## config.mk

```make
export PLATFORM = sky130hd
export DESIGN_NAME = ued_regs
export DESIGN_NICKNAME = d
export VERILOG_FILES = /design/src/ued_pkg.sv /design/src/ued_regs.sv
export SDC_FILE = /design/constraint.sdc
export NUM_CORES = 1
export LEC_CHECK = 0
export ABC_AREA = 0
export ABC_CLOCK_PERIOD_IN_PS = 3090
export BUFFER_PORTS_ARGS = -buffer_cell sky130_fd_sc_hd__clkbuf_2
export CORE_ASPECT_RATIO = 2
export CORE_MARGIN = 5
export CORE_UTILIZATION = 62
export DETAILED_ROUTE_END_ITERATION = 8
export GPL_ROUTABILITY_DRIVEN = 1
export PLACE_DENSITY = 0.78
export SLEW_MARGIN = 20
export SYNTH_ARGS = -nofsm -noshare
export SYNTH_HDL_FRONTEND = slang
export SYNTH_SLANG_ARGS = --single-unit
```

## constraint.sdc

```tcl
create_clock -name clk -period 3.09 [get_ports clk]
set_clock_uncertainty 0.1 [all_clocks]
set_input_delay 0.1545 -clock clk [delete_from_list [all_inputs] [get_ports clk]]
set_output_delay 0.1545 -clock clk [all_outputs]
set_load 0.01 [all_outputs]
```

## src/ued_pkg.sv

```systemverilog
// package for the usb device endpoint register block
package ued_pkg;
  localparam logic [7:0] UED_ADDR_DEVADDR  = 8'h10;
  localparam logic [7:0] UED_ADDR_CNT0     = 8'h11;
  localparam logic [7:0] UED_ADDR_MODE0    = 8'h12;
  localparam logic [7:0] UED_ADDR_CNT1     = 8'h13;
  localparam logic [7:0] UED_ADDR_MODE1    = 8'h14;
  localparam logic [7:0] UED_ADDR_CNT2     = 8'h15;
  localparam logic [7:0] UED_ADDR_MODE2    = 8'h16;
  localparam logic [7:0] UED_ADDR_EPIE     = 8'h17;
  localparam logic [7:0] UED_ADDR_PSTAT    = 8'hFF;
  localparam logic [7:0] UED_BUF0_LO       = 8'hE0;
  localparam logic [7:0] UED_BUF0_HI       = 8'hE7;
  localparam logic [7:0] UED_BUF1_BASE     = 8'hE8;
  localparam logic [7:0] UED_BUF2_BASE     = 8'hF0;
  localparam logic [7:0] UED_BUFX_LO       = 8'hF8;
  localparam int         UED_ADDR_EN_BIT   = 7;
  localparam int         UED_SETUP_BIT     = 7;
  localparam int         UED_IN_BIT        = 6;
  localparam int         UED_OUT_BIT       = 5;
  localparam int         UED_ACK_BIT       = 4;
  localparam int         UED_TOGGLE_BIT    = 7;
  localparam int         UED_VALID_BIT     = 6;
  localparam int         UED_BUSRST_BIT    = 5;
  localparam logic [7:0] UED_RESET_VALUE   = 8'h00;
  localparam logic [3:0] UED_MODE_DISABLE  = 4'h0;
  localparam logic [3:0] UED_MODE_NAKALL   = 4'h1;
  localparam logic [3:0] UED_MAX_COUNT     = 4'h8;
  localparam logic [4:0] UED_MAX_RX_LEN    = 5'h0A;
  localparam int         UED_CLK_HZ        = 20_000_000;
  localparam int         UED_SE0_NS        = 8000;
  localparam int         UED_SE0_CYCLES    = (UED_SE0_NS * (UED_CLK_HZ / 1_000_000)) / 1000;
  typedef enum logic [1:0] {
    UED_TOK_SETUP = 2'h0,
    UED_TOK_IN    = 2'h1,
    UED_TOK_OUT   = 2'h2
  } ued_token_type;
  // one transaction report from the serial engine
  typedef struct packed {
    logic          data_start;
    logic          ack_start;
    logic          done;
    logic          acked;
    logic [1:0]    ep;
    ued_token_type token;
    logic [4:0]    rx_len;
    logic          rx_ok;
    logic          rx_toggle;
  } ued_txn_type;
endpackage

```

## src/ued_regs.sv

```systemverilog
// endpoint registers, buffers and bus reset detect of the usb device engine
`timescale 1ns/100ps
module ued_regs #(
  parameter int SE0_CYCLES = ued_pkg::UED_SE0_CYCLES,
  parameter int BUF_DEPTH  = 8
) (
  // clock and reset
  input  wire logic              clk,
  input  wire logic              sys_rst,
  // cpu port
  input  wire logic [7:0]        port_addr,
  input  wire logic [7:0]        port_wdata,
  input  wire logic              port_write_op,
  input  wire logic              port_read_op,
  output logic      [7:0]        port_rdata,
  // serial engine side
  input  wire ued_pkg::ued_txn_type serial_engine_txn,
  input  wire logic [1:0]        serial_engine_buf_ep,
  input  wire logic [2:0]        serial_engine_buf_idx,
  input  wire logic [7:0]        serial_engine_buf_wdata,
  input  wire logic              serial_engine_buf_we,
  output logic      [7:0]        serial_engine_buf_rdata,
  input  wire logic              dp_level,
  input  wire logic              dm_level,
  // engine controls
  output logic                   serial_engine_enable,
  output logic      [6:0]        serial_engine_address,
  output logic      [11:0]       serial_engine_modes,
  output logic      [11:0]       serial_engine_counts,
  output logic      [2:0]        serial_engine_toggles,
  output logic                   bus_reset_irq,
  output logic      [2:0]        endpoint_irq
);
  import ued_pkg::*;

  logic [7:0] addr_q;
  logic [7:0] mode_q [3];
  logic [7:0] cnt_q  [3];
  logic [2:0] ie_q;
  logic       busrst_q;
  logic       setup_force_q;
  logic       lock_q;
  logic [7:0] rdata_q;
  logic       brirq_q;
  // one variable per endpoint so each generate branch drives only its own
  logic       epirq_q [3];
  logic [7:0] buf_q [3][BUF_DEPTH];
  logic [7:0] eng_rd_q;
  logic [15:0] se0_cnt_q;

  // decode
  wire        se0       = !dp_level && !dm_level;
  wire        se0_hit   = se0 && (se0_cnt_q == 16'(SE0_CYCLES));
  wire        bus_reset = se0_hit;
  wire        wr_addr   = port_write_op && (port_addr == UED_ADDR_DEVADDR);
  wire        wr_ie     = port_write_op && (port_addr == UED_ADDR_EPIE);
  wire        wr_ps     = port_write_op && (port_addr == UED_ADDR_PSTAT);
  wire        rd_mode0  = port_read_op && (port_addr == UED_ADDR_MODE0);
  wire [1:0]  t_ep      = serial_engine_txn.ep;
  wire        t_done    = serial_engine_txn.done && addr_q[UED_ADDR_EN_BIT];
  wire        t_ack     = t_done && serial_engine_txn.acked;
  wire        rx_valid  = serial_engine_txn.rx_ok &&
                          (serial_engine_txn.rx_len <= UED_MAX_RX_LEN);
  wire [3:0]  cur_mode  = mode_q[t_ep][3:0];
  wire        t_active  = t_done && (cur_mode != UED_MODE_DISABLE);
  wire        t_setup   = serial_engine_txn.token == UED_TOK_SETUP;
  wire        t_in      = serial_engine_txn.token == UED_TOK_IN;
  wire        t_out     = serial_engine_txn.token == UED_TOK_OUT;
  wire        t_rxtok   = t_setup || t_out;
  wire        is_check  = (cur_mode == 4'h2) || cur_mode[3:1] == 3'b111;
  // check: zero length data plus crc, toggle one
  wire        chk_ok    = (serial_engine_txn.rx_len == 5'h02) &&
                          serial_engine_txn.rx_toggle;
  wire        buf_blk   = mode_q[0][UED_SETUP_BIT] &&
                          ((port_addr >= UED_BUF0_LO && port_addr <= UED_BUF0_HI) ||
                           port_addr >= UED_BUFX_LO);
  wire        buf_hit   = port_addr >= UED_BUF0_LO;
  wire [1:0]  buf_ep    = 2'(port_addr[4:3] == 2'b11 ? 2'b00 : port_addr[4:3]);
  wire        in_setup  = setup_force_q ||
                          (serial_engine_txn.data_start && t_ep == 2'd0 &&
                           addr_q[UED_ADDR_EN_BIT]);

  // next mode after a completed transaction
  function automatic logic [3:0] next_mode(input logic [3:0] m, input logic s,
                                           input logic ack);
    logic [3:0] r;
    r = m;
    if (s && ack) begin
      r = UED_MODE_NAKALL;
    end else if (ack && m[3] && m[0]) begin
      r = {m[3:1], 1'b0};
    end
    return r;
  endfunction

  // se0 timer
  always_ff @(posedge clk or posedge sys_rst) begin
    if (sys_rst) begin
      se0_cnt_q <= 16'h0000;
    end else if (!se0) begin
      se0_cnt_q <= 16'h0000;
    end else if (!se0_hit) begin
      se0_cnt_q <= se0_cnt_q + 16'h0001;
    end
  end

  // address, enables, bus reset flag
  always_ff @(posedge clk or posedge sys_rst) begin
    if (sys_rst) begin
      addr_q   <= UED_RESET_VALUE;
      ie_q     <= 3'b000;
      busrst_q <= 1'b0;
      brirq_q  <= 1'b0;
    end else begin
      if (bus_reset) begin
        addr_q <= UED_RESET_VALUE;
      end else if (wr_addr) begin
        addr_q <= port_wdata;
      end
      if (wr_ie) begin
        ie_q <= port_wdata[2:0];
      end
      // set beats a clearing write
      if (se0_hit) begin
        busrst_q <= 1'b1;
      end else if (wr_ps) begin
        busrst_q <= port_wdata[UED_BUSRST_BIT];
      end
      brirq_q <= se0_hit && !busrst_q;
    end
  end

  // control endpoint interlock
  always_ff @(posedge clk or posedge sys_rst) begin
    if (sys_rst) begin
      setup_force_q <= 1'b0;
      lock_q        <= 1'b0;
    end else begin
      if (serial_engine_txn.data_start && t_ep == 2'd0 && addr_q[UED_ADDR_EN_BIT]) begin
        setup_force_q <= 1'b1;
      end else if (rd_mode0 && !serial_engine_txn.ack_start) begin
        setup_force_q <= 1'b0;
      end
      // engine update wins over same cycle read
      if (t_active && t_ep == 2'd0) begin
        lock_q <= 1'b1;
      end else if (rd_mode0) begin
        lock_q <= 1'b0;
      end
    end
  end

  // per endpoint mode and count
  for (genvar e = 0; e < 3; e++) begin : g_ep
    wire wr_m  = port_write_op && (port_addr == UED_ADDR_MODE0 + 8'(2 * e));
    wire wr_c  = port_write_op && (port_addr == UED_ADDR_CNT0 + 8'(2 * e));
    wire hit   = t_active && (t_ep == 2'(e));
    wire lockd = (e == 0) && lock_q;
    wire okchk = !(is_check && t_out) || chk_ok;
    wire acc   = serial_engine_txn.acked && okchk;
    wire [7:0] kept = (e == 0) ? 8'hFF : 8'h1F;
    always_ff @(posedge clk or posedge sys_rst) begin
      if (sys_rst) begin
        mode_q[e] <= UED_RESET_VALUE;
        cnt_q[e]  <= UED_RESET_VALUE;
        epirq_q[e] <= 1'b0;
      end else begin
        if (hit) begin
          mode_q[e][3:0] <= next_mode(cur_mode, t_setup, acc);
          if (acc) begin
            mode_q[e][UED_ACK_BIT] <= 1'b1;
          end
          if (e == 0) begin
            mode_q[e][UED_SETUP_BIT] <= mode_q[e][UED_SETUP_BIT] | t_setup;
            mode_q[e][UED_IN_BIT]    <= mode_q[e][UED_IN_BIT] | t_in;
            mode_q[e][UED_OUT_BIT]   <= mode_q[e][UED_OUT_BIT] | t_out;
          end
          if (t_rxtok) begin
            cnt_q[e][UED_VALID_BIT]  <= rx_valid;
            cnt_q[e][UED_TOGGLE_BIT] <= serial_engine_txn.rx_toggle;
            cnt_q[e][3:0] <= 4'(serial_engine_txn.rx_len);
          end
        end else begin
          if (wr_m && !lockd) begin
            mode_q[e] <= port_wdata & kept;
          end
          if (e == 0 && in_setup) begin
            mode_q[e][UED_SETUP_BIT] <= 1'b1;
          end
          if (wr_c && !lockd) begin
            cnt_q[e] <= port_wdata;
          end
        end
        epirq_q[e] <= hit && ie_q[e] && (serial_engine_txn.acked || rx_valid);
      end
    end
  end

  // endpoint buffers
  always_ff @(posedge clk) begin
    if (port_write_op && buf_hit && !buf_blk) begin
      buf_q[buf_ep][port_addr[2:0]] <= port_wdata;
    end
    if (serial_engine_buf_we) begin
      buf_q[serial_engine_buf_ep][serial_engine_buf_idx] <= serial_engine_buf_wdata;
    end
  end

  // read mux; unmapped reads zero
  wire [7:0] rd_mux =
    (port_addr == UED_ADDR_DEVADDR) ? addr_q :
    (port_addr == UED_ADDR_CNT0)    ? cnt_q[0] :
    (port_addr == UED_ADDR_MODE0)   ? mode_q[0] :
    (port_addr == UED_ADDR_CNT1)    ? cnt_q[1] :
    (port_addr == UED_ADDR_MODE1)   ? mode_q[1] :
    (port_addr == UED_ADDR_CNT2)    ? cnt_q[2] :
    (port_addr == UED_ADDR_MODE2)   ? mode_q[2] :
    (port_addr == UED_ADDR_EPIE)    ? {5'b00000, ie_q} :
    (port_addr == UED_ADDR_PSTAT)   ? {2'b00, busrst_q, 5'b00000} :
    buf_hit                         ? buf_q[buf_ep][port_addr[2:0]] :
    8'h00;

  always_ff @(posedge clk or posedge sys_rst) begin
    if (sys_rst) begin
      rdata_q  <= 8'h00;
      eng_rd_q <= 8'h00;
    end else begin
      if (port_read_op) begin
        rdata_q <= rd_mux;
      end
      eng_rd_q <= buf_q[serial_engine_buf_ep][serial_engine_buf_idx];
    end
  end

  // outputs, all registered
  assign port_rdata              = rdata_q;
  assign serial_engine_buf_rdata = eng_rd_q;
  assign serial_engine_enable    = addr_q[UED_ADDR_EN_BIT];
  assign serial_engine_address   = addr_q[6:0];
  assign serial_engine_modes     = {mode_q[2][3:0], mode_q[1][3:0], mode_q[0][3:0]};
  // counts above eight are the engine's to clamp
  assign serial_engine_counts    = {cnt_q[2][3:0], cnt_q[1][3:0], cnt_q[0][3:0]};
  assign serial_engine_toggles   = {cnt_q[2][7], cnt_q[1][7], cnt_q[0][7]};
  assign bus_reset_irq           = brirq_q;
  assign endpoint_irq            = {epirq_q[2], epirq_q[1], epirq_q[0]};
endmodule

```

# Word-level counts from Yosys, hierarchy flattened
# Memory sizes are Yosys's and may differ from the RTL's.
# Index checks and enable logic that the tools add are counted.
# W data, S select, Z words.
[totals]
mem_count = 1
ramBits = 192
output_inout_bits = 55
reg_bits = 92
wordCells = 207
[mem_list]
columns = ["name", "depth", "word_bits", "rd", "rd_clocked_by_memory_dff", "write_ports", "line", "text"]
rows = [
  ["buf_q", 3, 64, 2, 0, 2, "ued_regs.sv:47", "logic [7:0] buf_q [3][BUF_DEPTH];"],
]
[op_classes]
n_reduce_logical = 78
n_eq_ne = 25
bitwise_logic = 9
n_mux = 59
addsub = 1
n_lt_le_gt_ge = 9
[op_table]
columns = ["cell", "n"]
rows = [
  ["$mux W8", 23],
  ["$mux W64", 2],
  ["$eq A8 B5 Y1 const B", 8],
  ["$bmux W8 S3", 2],
  ["$demux W8 S3", 2],
  ["$logic_and A1 B1 Y1", 42],
  ["$mux W16", 2],
  ["$mux W4", 7],
  ["$mux W5", 4],
  ["$reduce_bool A2 Y1", 10],
  ["$reduce_and A2 Y1", 9],
  ["$add A16 B1 Y16 const B", 1],
  ["$bmux W8 S2", 1],
  ["$eq A16 B8 Y1 const B", 1],
  ["$ge A8 B8 Y1 const B", 2],
  ["$mux W1", 11],
  ["$mux W2", 5],
  ["$eq A8 B8 Y1 const B", 1],
  ["$ge A4 B4 Y1 const B", 2],
  ["$le A8 B8 Y1 const B", 1],
  ["$lt A4 B1 Y1 const B", 2],
  ["$ne A2 B2 Y1 const B", 4],
  ["$not A3 Y4", 2],
  ["$logic_not A1 Y1", 7],
  ["other kinds (15)", 30],
]

# Longest topological paths before layout
# Gate-level depths: netlist of the first run.
# An unclocked memory read counts as a cell.
[logic_depth]
ltp_word = 16
ltp_mapped = 10
depth_no_buf = 7

# Worst setup path after synthesis of the first run
# OpenSTA, ideal clock, no wires.
[synth_timing]
kind = "in2reg"
start = "in port_addr[3]"
end = "mem buf_q[2][40] in the netlist's numbering, enable pin"
path_stages = 7
required_time_ps = 2606
path_slack_ps = 546
setup_ps = 384
arrival_ps = 2060
cell_sequence = "inv_1 -> ha_1 -> clkbuf_1 -> clkbuf_1 -> buf_1 -> nand4_1 -> o21ai_0"
[synth_rtl]
columns = ["item", "line", "text"]
rows = [
  ["from (decl)", "ued_regs.sv:11", "input wire logic [7:0] port_addr,"],
  ["to (decl)", "ued_regs.sv:47", ""],
]

# Worst setup path in the final report of the first run
[layout_timing]
start = "reg mode_q, in the netlist serial_engine_modes[1]"
end = "reg cnt_q[5] in the netlist's numbering"
[layout_via]
elab_chain_len = 8
[layout_lines]
columns = ["item", "line", "text"]
rows = [
  ["from (decl)", "ued_regs.sv:37", "logic [7:0] mode_q [3];"],
  ["from (signal, indexed assignment)", "ued_regs.sv:169", "mode_q[e][3:0] <= next_mode(cur_mode, t_setup, acc);"],
  ["from (signal, indexed assignment)", "ued_regs.sv:174", "mode_q[e][UED_SETUP_BIT] <= mode_q[e][UED_SETUP_BIT] | t_setup;"],
  ["from (signal, indexed assignment)", "ued_regs.sv:175", "mode_q[e][UED_IN_BIT] <= mode_q[e][UED_IN_BIT] | t_in;"],
  ["$bmux W8 S2", "ued_regs.sv:64", "wire [3:0] cur_mode = mode_q[t_ep][3:0];"],
  ["$mux W4 (not written as such) (2 in series)", "ued_regs.sv:64", ""],
  ["$reduce_bool A4 Y1", "ued_regs.sv:65", "wire t_active = t_done && (cur_mode != UED_MODE_DISABLE);"],
  ["$logic_and A1 B1 Y1", "ued_regs.sv:65", ""],
  ["$logic_and A1 B1 Y1", "ued_regs.sv:157", "wire hit = t_active && (t_ep == 2'(e));"],
  ["$not A1 Y1 (no source line)", "--", ""],
  ["$reduce_and A2 Y1 (no source line)", "--", ""],
  ["to (signal, indexed assignment)", "ued_regs.sv:179", "cnt_q[e][UED_VALID_BIT] <= rx_valid;"],
  ["to (signal, indexed assignment)", "ued_regs.sv:180", "cnt_q[e][UED_TOGGLE_BIT] <= serial_engine_txn.rx_toggle;"],
  ["to (signal, indexed assignment)", "ued_regs.sv:181", "cnt_q[e][3:0] <= 4'(serial_engine_txn.rx_len);"],
  ["to (decl)", "ued_regs.sv:38", "logic [7:0] cnt_q [3];"],
]
# Every way passes these cells. The select of a mux whose other input is x is not followed.
# A chain may end at the register's enable or synchronous reset.

==> impl_results.md, run 1 <==
* Status: finished clean
* Post-synth EDFFs at 192
* Boundary Pins at 106
* Starting DRT DRC Count at 1509
* FMAX at 387 MHz
* Final Core Density at 68.8%
* Average vias per placed instance at 7.14
* Clock Tree Buf Depth at 3
* Worst slack at placement at 0.436 ns
* Critical Path RT at 3.43 ns
* Area leader, netlist: edfxtp_1
* Post-Layout Inst Area at 0.0193 mm2
* Port buffer count at 105
* CP max stage delay at 0.55 ns
* DR vias at 13321
* Hold Path Stages at 3
* Wire length per cell at 30.4 um
* Initial DRT Pass Iterations at 5
* Placer Congestion at 0.994
* CTS resizes at 0
* CTS Root Cell: clkbuf_16
* Max Slew Vio Count at 0
* Final Hold Vio Count at 0
* Antenna violations before repair at 2
* Synthesized cell area at 0.0175 mm2
* Total core area at 0.0281 mm2
* Area Growth Syn to Fin at 10.5%
* Nets at 1543
* Synth top area share at 33.0%
* Cells after DPL at 1805
* CTS tree: done
* Fin cells at 1865
* PnR worst setup slack at 0.504 ns
* CP Cell Sequence: mux2i_1, o2bb2ai_2, o41a_1, buf_4, a21oi_1, mux2_1
* Number of global-route vias before repair at 13530
* Starting Density at 62.3%
* Total GRT Usage at 35.9%
* Yosys cell types at 78
* Crit Path Category: register to register
* Worst-path maximum fanout at 23
* DRC viols at 0
* Die Width at 129 um
* # H-tree levels at 1
* Total Wirelength at 56600 um
* Relative slew slack at 23.3%
* Total of warnings raised by yosys at 0
* Startpoint types: register
* Worst Setup End Kind: register
* First-pass GRT wire length at 84700 um
* Pwr Total at 8.72 mW
* Largest net degree at the start of global routing at 50
* Synthesized area per cell at 12.3 um2
* Placed Area at 0.0184 mm2
* Seq/Total Area, Yosys at 46.1%
* Leakage power at 7.19 nW
* Cells taking the most area after synthesis: edfxtp_1, mux2_2, dfrtp_1
* Hold-fix buffers at CTS at 10
* Setup-failing EPs final at 0
* Clk Latency, worst-skew pair at 0.57 ns
* Synth async-reset ratio at 32.4%
* Row count at 87
* CTS Buf Count at 26
* Global route overflow at 0
* DIE AREA at 0.0319 mm2
* Peak supply drop at 0.000472 V
* Unrepaired setup endpoints after global routing: false
* Worst Hold Slack at 0.0197 ns
* Worst path arrival time at 2.93 ns
* Power per Cell Area at 451 mW/mm2
* Main flop type after synthesis: edfxtp_1
* Cells after Synth at 1420
* Classification of the worst-slack hold path: primary input to register
* Slowest CP cell: dfrtp_1
* Clk slew on worst S/H paths at 0.07 ns
* Die height at 248 um
* FF+latch count, synth at 284
* Antenna Violating Nets Remaining at 0
* FF-to-FF path depth at 6
* Final Cycle Share at 83.7%
* Final critical-path required period at 2.59 ns
* Setup bufs post-CTS at 0
* HPWL after DPL at 40900 um
* Setup tns final at 0 ns
* Syn nets at 1476
* CTS Sinks at 284
* MaxCap Viol Count at 0
* Share of layout cells above drive strength 1 at 36.8%
* Worst-Margin Slew at 1.15 ns
-- synthesized netlist by cell type, types with 6 or more instances --
library cell	n
nand4_1	27
a211oi_1	28
a2bb2oi_1	6
o22ai_1	15
buf_2	26
a21oi_1	56
o311ai_1	13
nand3_1	21
nand2b_1	13
nand2_1	58
xor2_1	8
and3_1	8
mux2_2	230
nor2_1	80
nor3_1	16
nor4_1	8
nor2b_1	11
o211ai_1	16
a31oi_1	7
buf_1	9
o21ai_1	7
dfrtp_1	92
mux4_2	70
edfxtp_1	192
mux2i_1	90
mux2_1	15
inv_1	35
buf_4	32
clkbuf_1	84
o21ai_0	40
-- path summary, 6_finish.rpt --
| path | start | slack, ns | to |
|---|---|---|---|
| setup / recovery | serial_engine_modes[1]$_DFFE_PP0P_ | 0.50 | cnt_q[5]$_DFFE_PP0P_ |
| hold / removal | dm_level | 0.02 | se0_cnt_q[5]$_DFFE_PP0P_ |
| min in group asynchronous | sys_rst | 0.13 | port_rdata[5]$_DFFE_PP0P_ |
| max in group asynchronous | sys_rst | 2.06 | serial_engine_modes[6]$_DFFE_PP0P_ |
| setup reg to reg | serial_engine_modes[1]$_DFFE_PP0P_ | 0.50 | cnt_q[5]$_DFFE_PP0P_ |
| hold reg to reg | cnt_q[12]$_DFFE_PP0P_ | 0.40 | cnt_q[12]$_DFFE_PP0P_ |
-- flip-flops by register name, indices dropped and copies added, names as in the netlist, 3 cells and up --
name	flops
serial_engine_modes	12
serial_engine_buf_rdata	8
cnt_q	9
ie_q	3
serial_engine_toggles	3
addr_q	8
serial_engine_counts	12
se0_cnt_q	16
buf_q	192
port_rdata	8
mode_q	6
endpoint_irq	3
-- power breakdown --
part / internal [mW] / switching (mW) / total, mW
clock network: 1.86 / 1.49 / 3.35
registers: 4.16 / 0.0813 / 4.24
logic: 0.471 / 0.666 / 1.14
-- routing by layer --
metal | routed length [um] | share of wire (%) | vias up | global-route usage (%)
li1 | - | - | 5589 | -
met2 | 28200 | 50 | 905 | 59.7
met1 | 17600 | 31 | 6518 | 38.1
met5 | 10 | 0.018 | - | 0
met4 | 6460 | 11 | 2 | 32.2
met3 | 4300 | 7.6 | 307 | 6.33
-- area by class of cell --
cell class | count | area [um2]
Timing Repair Buffer | 192 | 1240
Antenna cell | 2 | 5.00
Multi-Input combinational cell | 946 | 8550
Sequential cell | 284 | 8070
Fill cell | 2034 | 8750
Tap cell | 356 | 445
Clock inverter | 13 | 96.3
Inverter | 37 | 141
Clock buffer | 35 | 778
-- kinds of logic after synthesis --
kind of cell / count (synthesis) / share of synthesized area (%)
buffers and inverters: 190 / 5.04
AO/OA/AOI/OAI: 231 / 8.92
adder cells (fa/ha/maj): 5 / 0.358
multiplexers: 405 / 29.9
XOR/XNOR: 13 / 0.651
AND/OR/NAND/NOR: 292 / 8.96
flip-flops: 284 / 46.1
-- placed cells by master (no fill, tap or decap), types with 5 or more instances in the layout --
master,n
xnor2_1,5
nand3_1,21
xor2_1,8
mux4_2,70
nor2_1,80
nor3_2,5
nand4b_1,5
a31oi_1,7
o211ai_1,16
nor3_1,16
nor2b_1,11
inv_1,34
a21oi_1,56
mux2i_1,90
nor4_1,8
o21ai_0,40
o22ai_1,15
mux2_1,15
nand2_1,58
and3_1,8
a311oi_1,5
nand4_1,27
a211oi_1,28
mux2_2,230
dlygate4sd3_1,10
a2bb2oi_1,6
o311ai_1,13
edfxtp_1,192
clkinv_2,5
dfrtp_1,92
nand2b_1,13
clkbuf_16,29
buf_4,75
o21ai_1,7
clkbuf_2,103
-- critical path: cells and delay by family (launching register included) --
family,cells,cell delay (ns)
AOI/OAI and AO/OA,3,0.93
buffers and inverters,1,0.23
DFF,1,0.55
muxes,2,0.65
(Power assumes the default switching activity.)
==> run 2: changes to the inputs <==
--- a/config.mk
+++ b/config.mk
@@ -6,7 +6,7 @@
 export NUM_CORES = 1
 export LEC_CHECK = 0
 export ABC_AREA = 0
-export ABC_CLOCK_PERIOD_IN_PS = 3090
+export ABC_CLOCK_PERIOD_IN_PS = 2500
 export BUFFER_PORTS_ARGS = -buffer_cell sky130_fd_sc_hd__clkbuf_2
 export CORE_ASPECT_RATIO = 2
 export CORE_MARGIN = 5
==> constraint.sdc (replaced) <==
create_clock -name clk -period 2.5 [get_ports clk]
set_clock_uncertainty 0.1 [all_clocks]
set_input_delay 0.125 -clock clk [delete_from_list [all_inputs] [get_ports clk]]
set_output_delay 0.125 -clock clk [all_outputs]
set_load 0.01 [all_outputs]
==> run 2 against run 1 <==
- maximum frequency is 8.8% higher
- via count is 2.0% higher
- count of clock-buffer cells in the layout is 7 lower
- first-iteration DRC count is 0.33% lower
- largest power group unchanged
- non-clock buffer count is 78 higher
- clock power is 30% higher
- final cell count is 4.1% higher
- critical endpoint is now buf_q[0][15]$_DFFE_PP_
==> impl_results.md, run 2 (synthesized netlist as in run 1, its figures left out) <==
* HPWL after DPL at 43500 um (+6.5%)
* Worst-Margin Slew at 0.978 ns (-0.171 ns)
* Largest net degree at the start of global routing at 93 (+86%)
* Startpoint types: register
* Fin cells at 1942 (+4.1%)
* Relative slew slack at 34.8% (+12 points)
* Reg2Reg Setup Slack at 0.12 ns (-0.38 ns)
* MaxCap Viol Count at 0 (unchanged)
* Worst reg2reg endpoint: buf_q[0][15]$_DFFE_PP_
* Most frequent cells in the layout: mux2_2, edfxtp_1, buf_4, clkbuf_2, dfrtp_1
* Placed Area at 0.0190 mm2 (+3.4%)
* Total GRT Usage at 37.0% (+1.1 points)
* Final Core Density at 71.4% (+2.6 points)
* Worst path arrival time at 2.55 ns (-0.38 ns)
* # H-tree levels at 1 (unchanged)
* Worst Min Path Start: serial_engine_txn[7]
* Die height at 248 um (unchanged)
* Starting DRT DRC Count at 1504 (-0.33%)
* Nets at 1621 (+5.1%)
* Status: finished clean
* Starting Density at 62.3% (unchanged)
* Critical Path RT at 2.67 ns (-0.76 ns)
* Row count at 87 (unchanged)
* Setup-failing EPs final at 0 (unchanged)
* Global route overflow at 0 (unchanged)
* Fillcell total at 1971 (-3.1%)
* Most common cell after layout, fill and taps aside: mux2_2
* DRC viols at 0 (unchanged)
* Share of layout cells above drive strength 1 at 40.0% (+3.2 points)
* DIE AREA at 0.0319 mm2 (unchanged)
* Hold path endpoint: mode_q[21]$_DFFE_PP0P_
* Die Width at 129 um (unchanged)
* Cells after DPL at 1878 (+4.0%)
* Peak supply drop at 0.000569 V (+21%)
* Setup tns final at 0 ns (unchanged)
* Antenna Violating Nets Remaining at 0 (unchanged)
* Power per Cell Area at 552 mW/mm2 (+22%)
* Worst Hold Slack at 0.0370 ns (+0.0173 ns)
* First-pass GRT wire length at 86800 um (+2.5%)
* Unrepaired setup endpoints after global routing: false
* Crit Path Category: register to register
* Initial DRT Pass Iterations at 5 (unchanged)
* FMAX at 421 MHz (+8.8%)
* Wire length per cell at 30.3 um (-0.23%)
* Max Slew Vio Count at 0 (unchanged)
* CTS Buf Count at 26 (unchanged)
* Worst-path maximum fanout at 5 (-78%)
* DR vias at 13589 (+2.0%)
* Placer Congestion at 1.01 (+1.2%)
* Max FFs per register at 192 (unchanged)
* Total Wirelength at 58800 um (+3.9%)
* Average vias per placed instance at 7.00 (-2.0%)
* Leakage power at 7.58 nW (+5.5%)
* Classification of the worst-slack hold path: primary input to register
* Final critical-path required period at 2.38 ns (-0.210 ns)
* Final Cycle Share at 95.0% (+11 points)
* FF-to-FF path depth at 4 (-2)
* Area Growth Syn to Fin at 14.7%
* Boundary Pins at 106 (unchanged)
* Top register by number of flip-flops: buf_q
* R2r startpoint: mode_q[23]$_DFFE_PP0P_
* Post-Layout Inst Area at 0.0201 mm2 (+3.7%)
* Worst Setup End Kind: register
* CTS tree: done
* Hold Path Stages at 4 (+1)
* Clock Tree Buf Depth at 3 (unchanged)
* Number of global-route vias before repair at 13866 (+2.5%)
* Clk Latency, worst-skew pair at 0.56 ns (about the same)
* Final Hold Vio Count at 0 (unchanged)
* Total core area at 0.0281 mm2 (unchanged)
* CTS Sinks at 284 (unchanged)
* Antenna violations before repair at 3 (+1)
* CTS Root Cell: clkbuf_16
* Biggest regs: buf_q (192), se0_cnt_q (16)
* Port buffer count at 105 (unchanged)
* Clk slew on worst S/H paths at 0.07 ns (about the same)
## run 2: cell types whose count changed in the layout (fill, tap and decap cells not counted), sizes merged
cell	delta
diode	-1
bufinv	+3
clkinv	-2
clkbuf	-7
dlygate4sd3	+5
buf	+73
inv	+1
clkinvlp	+5
## run 2: where the power goes
| part | switching [mW] | leakage (nW) | internal [mW] |
|---|---|---|---|
| combinational | 0.854 | 4.28 | 0.643 |
| sequential | 0.0944 | 2.87 | 5.14 |
| clock | 1.94 | 0.430 | 2.42 |
## run 2: stage by stage
stage | worst slack [ns] | power (mW)
global route | 0.0157 | 11.3
finish | 0.124 | 11.1
floorplan | -0.0149 | 6.23
CTS | 0.131 | 11.1
global placement | 0.0972 | 6.72
detailed placement | 0.0569 | 6.76
## run 2: layout make-up
| class | count | area (um2) | area share (%) |
|---|---|---|---|
| antenna | 1 | 2.50 | 0.0125 |
| clock buffer | 28 | 679 | 3.39 |
| clock inverter | 20 | 234 | 1.17 |
| inverter | 37 | 143 | 0.711 |
| multi-input combinational | 946 | 8570 | 42.7 |
| sequential | 284 | 8070 | 40.2 |
| tap | 356 | 445 | 2.22 |
| timing repair buffer | 270 | 1920 | 9.56 |
## run 2: layer usage
layer | global-route usage (%) | vias up | share of wire [%]
met5 | 0 | - | 0.026
met4 | 34.1 | 2 | 12
met3 | 6.18 | 337 | 7.6
met2 | 61.6 | 927 | 49
met1 | 39.0 | 6578 | 31
li1 | - | 5745 | -
## run 2: critical path, cell delays in order (launching register included)
cell,delay [ns]
dfrtp_1,0.46
a211oi_1,0.52
nand2b_1,0.31
o21bai_1,0.47
buf_4,0.24
## run 2: repair_timing
action,in CTS,in global routing
hold buffers,15,0
setup endpoints to repair,0,7
hold endpoints to repair,139,0
resized for setup,0,3
buffers inserted,0,0
## run 2: how the worst max path moves through the flow
| stage | from | to | cells past startpoint |
|---|---|---|---|
| 2_1_floorplan | port_addr[3] | buf_q[2][40]$_DFFE_PP_ | 7 |
| 3_3_place_gp | port_addr[4] | port_rdata[4]$_DFFE_PP0P_ | 9 |
| 3_5_place_dp | port_addr[3] | serial_engine_modes[11]$_DFFE_PP0P_ | 8 |
| 4_1_cts | serial_engine_modes[8]$_DFFE_PP0P_ | cnt_q[21]$_DFFE_PP0P_ | 6 |
| 5_1_grt | serial_engine_modes[3]$_DFFE_PP0P_ | mode_q[21]$_DFFE_PP0P_ | 7 |
| 6_report | mode_q[23]$_DFFE_PP0P_ | buf_q[0][15]$_DFFE_PP_ | 4 |
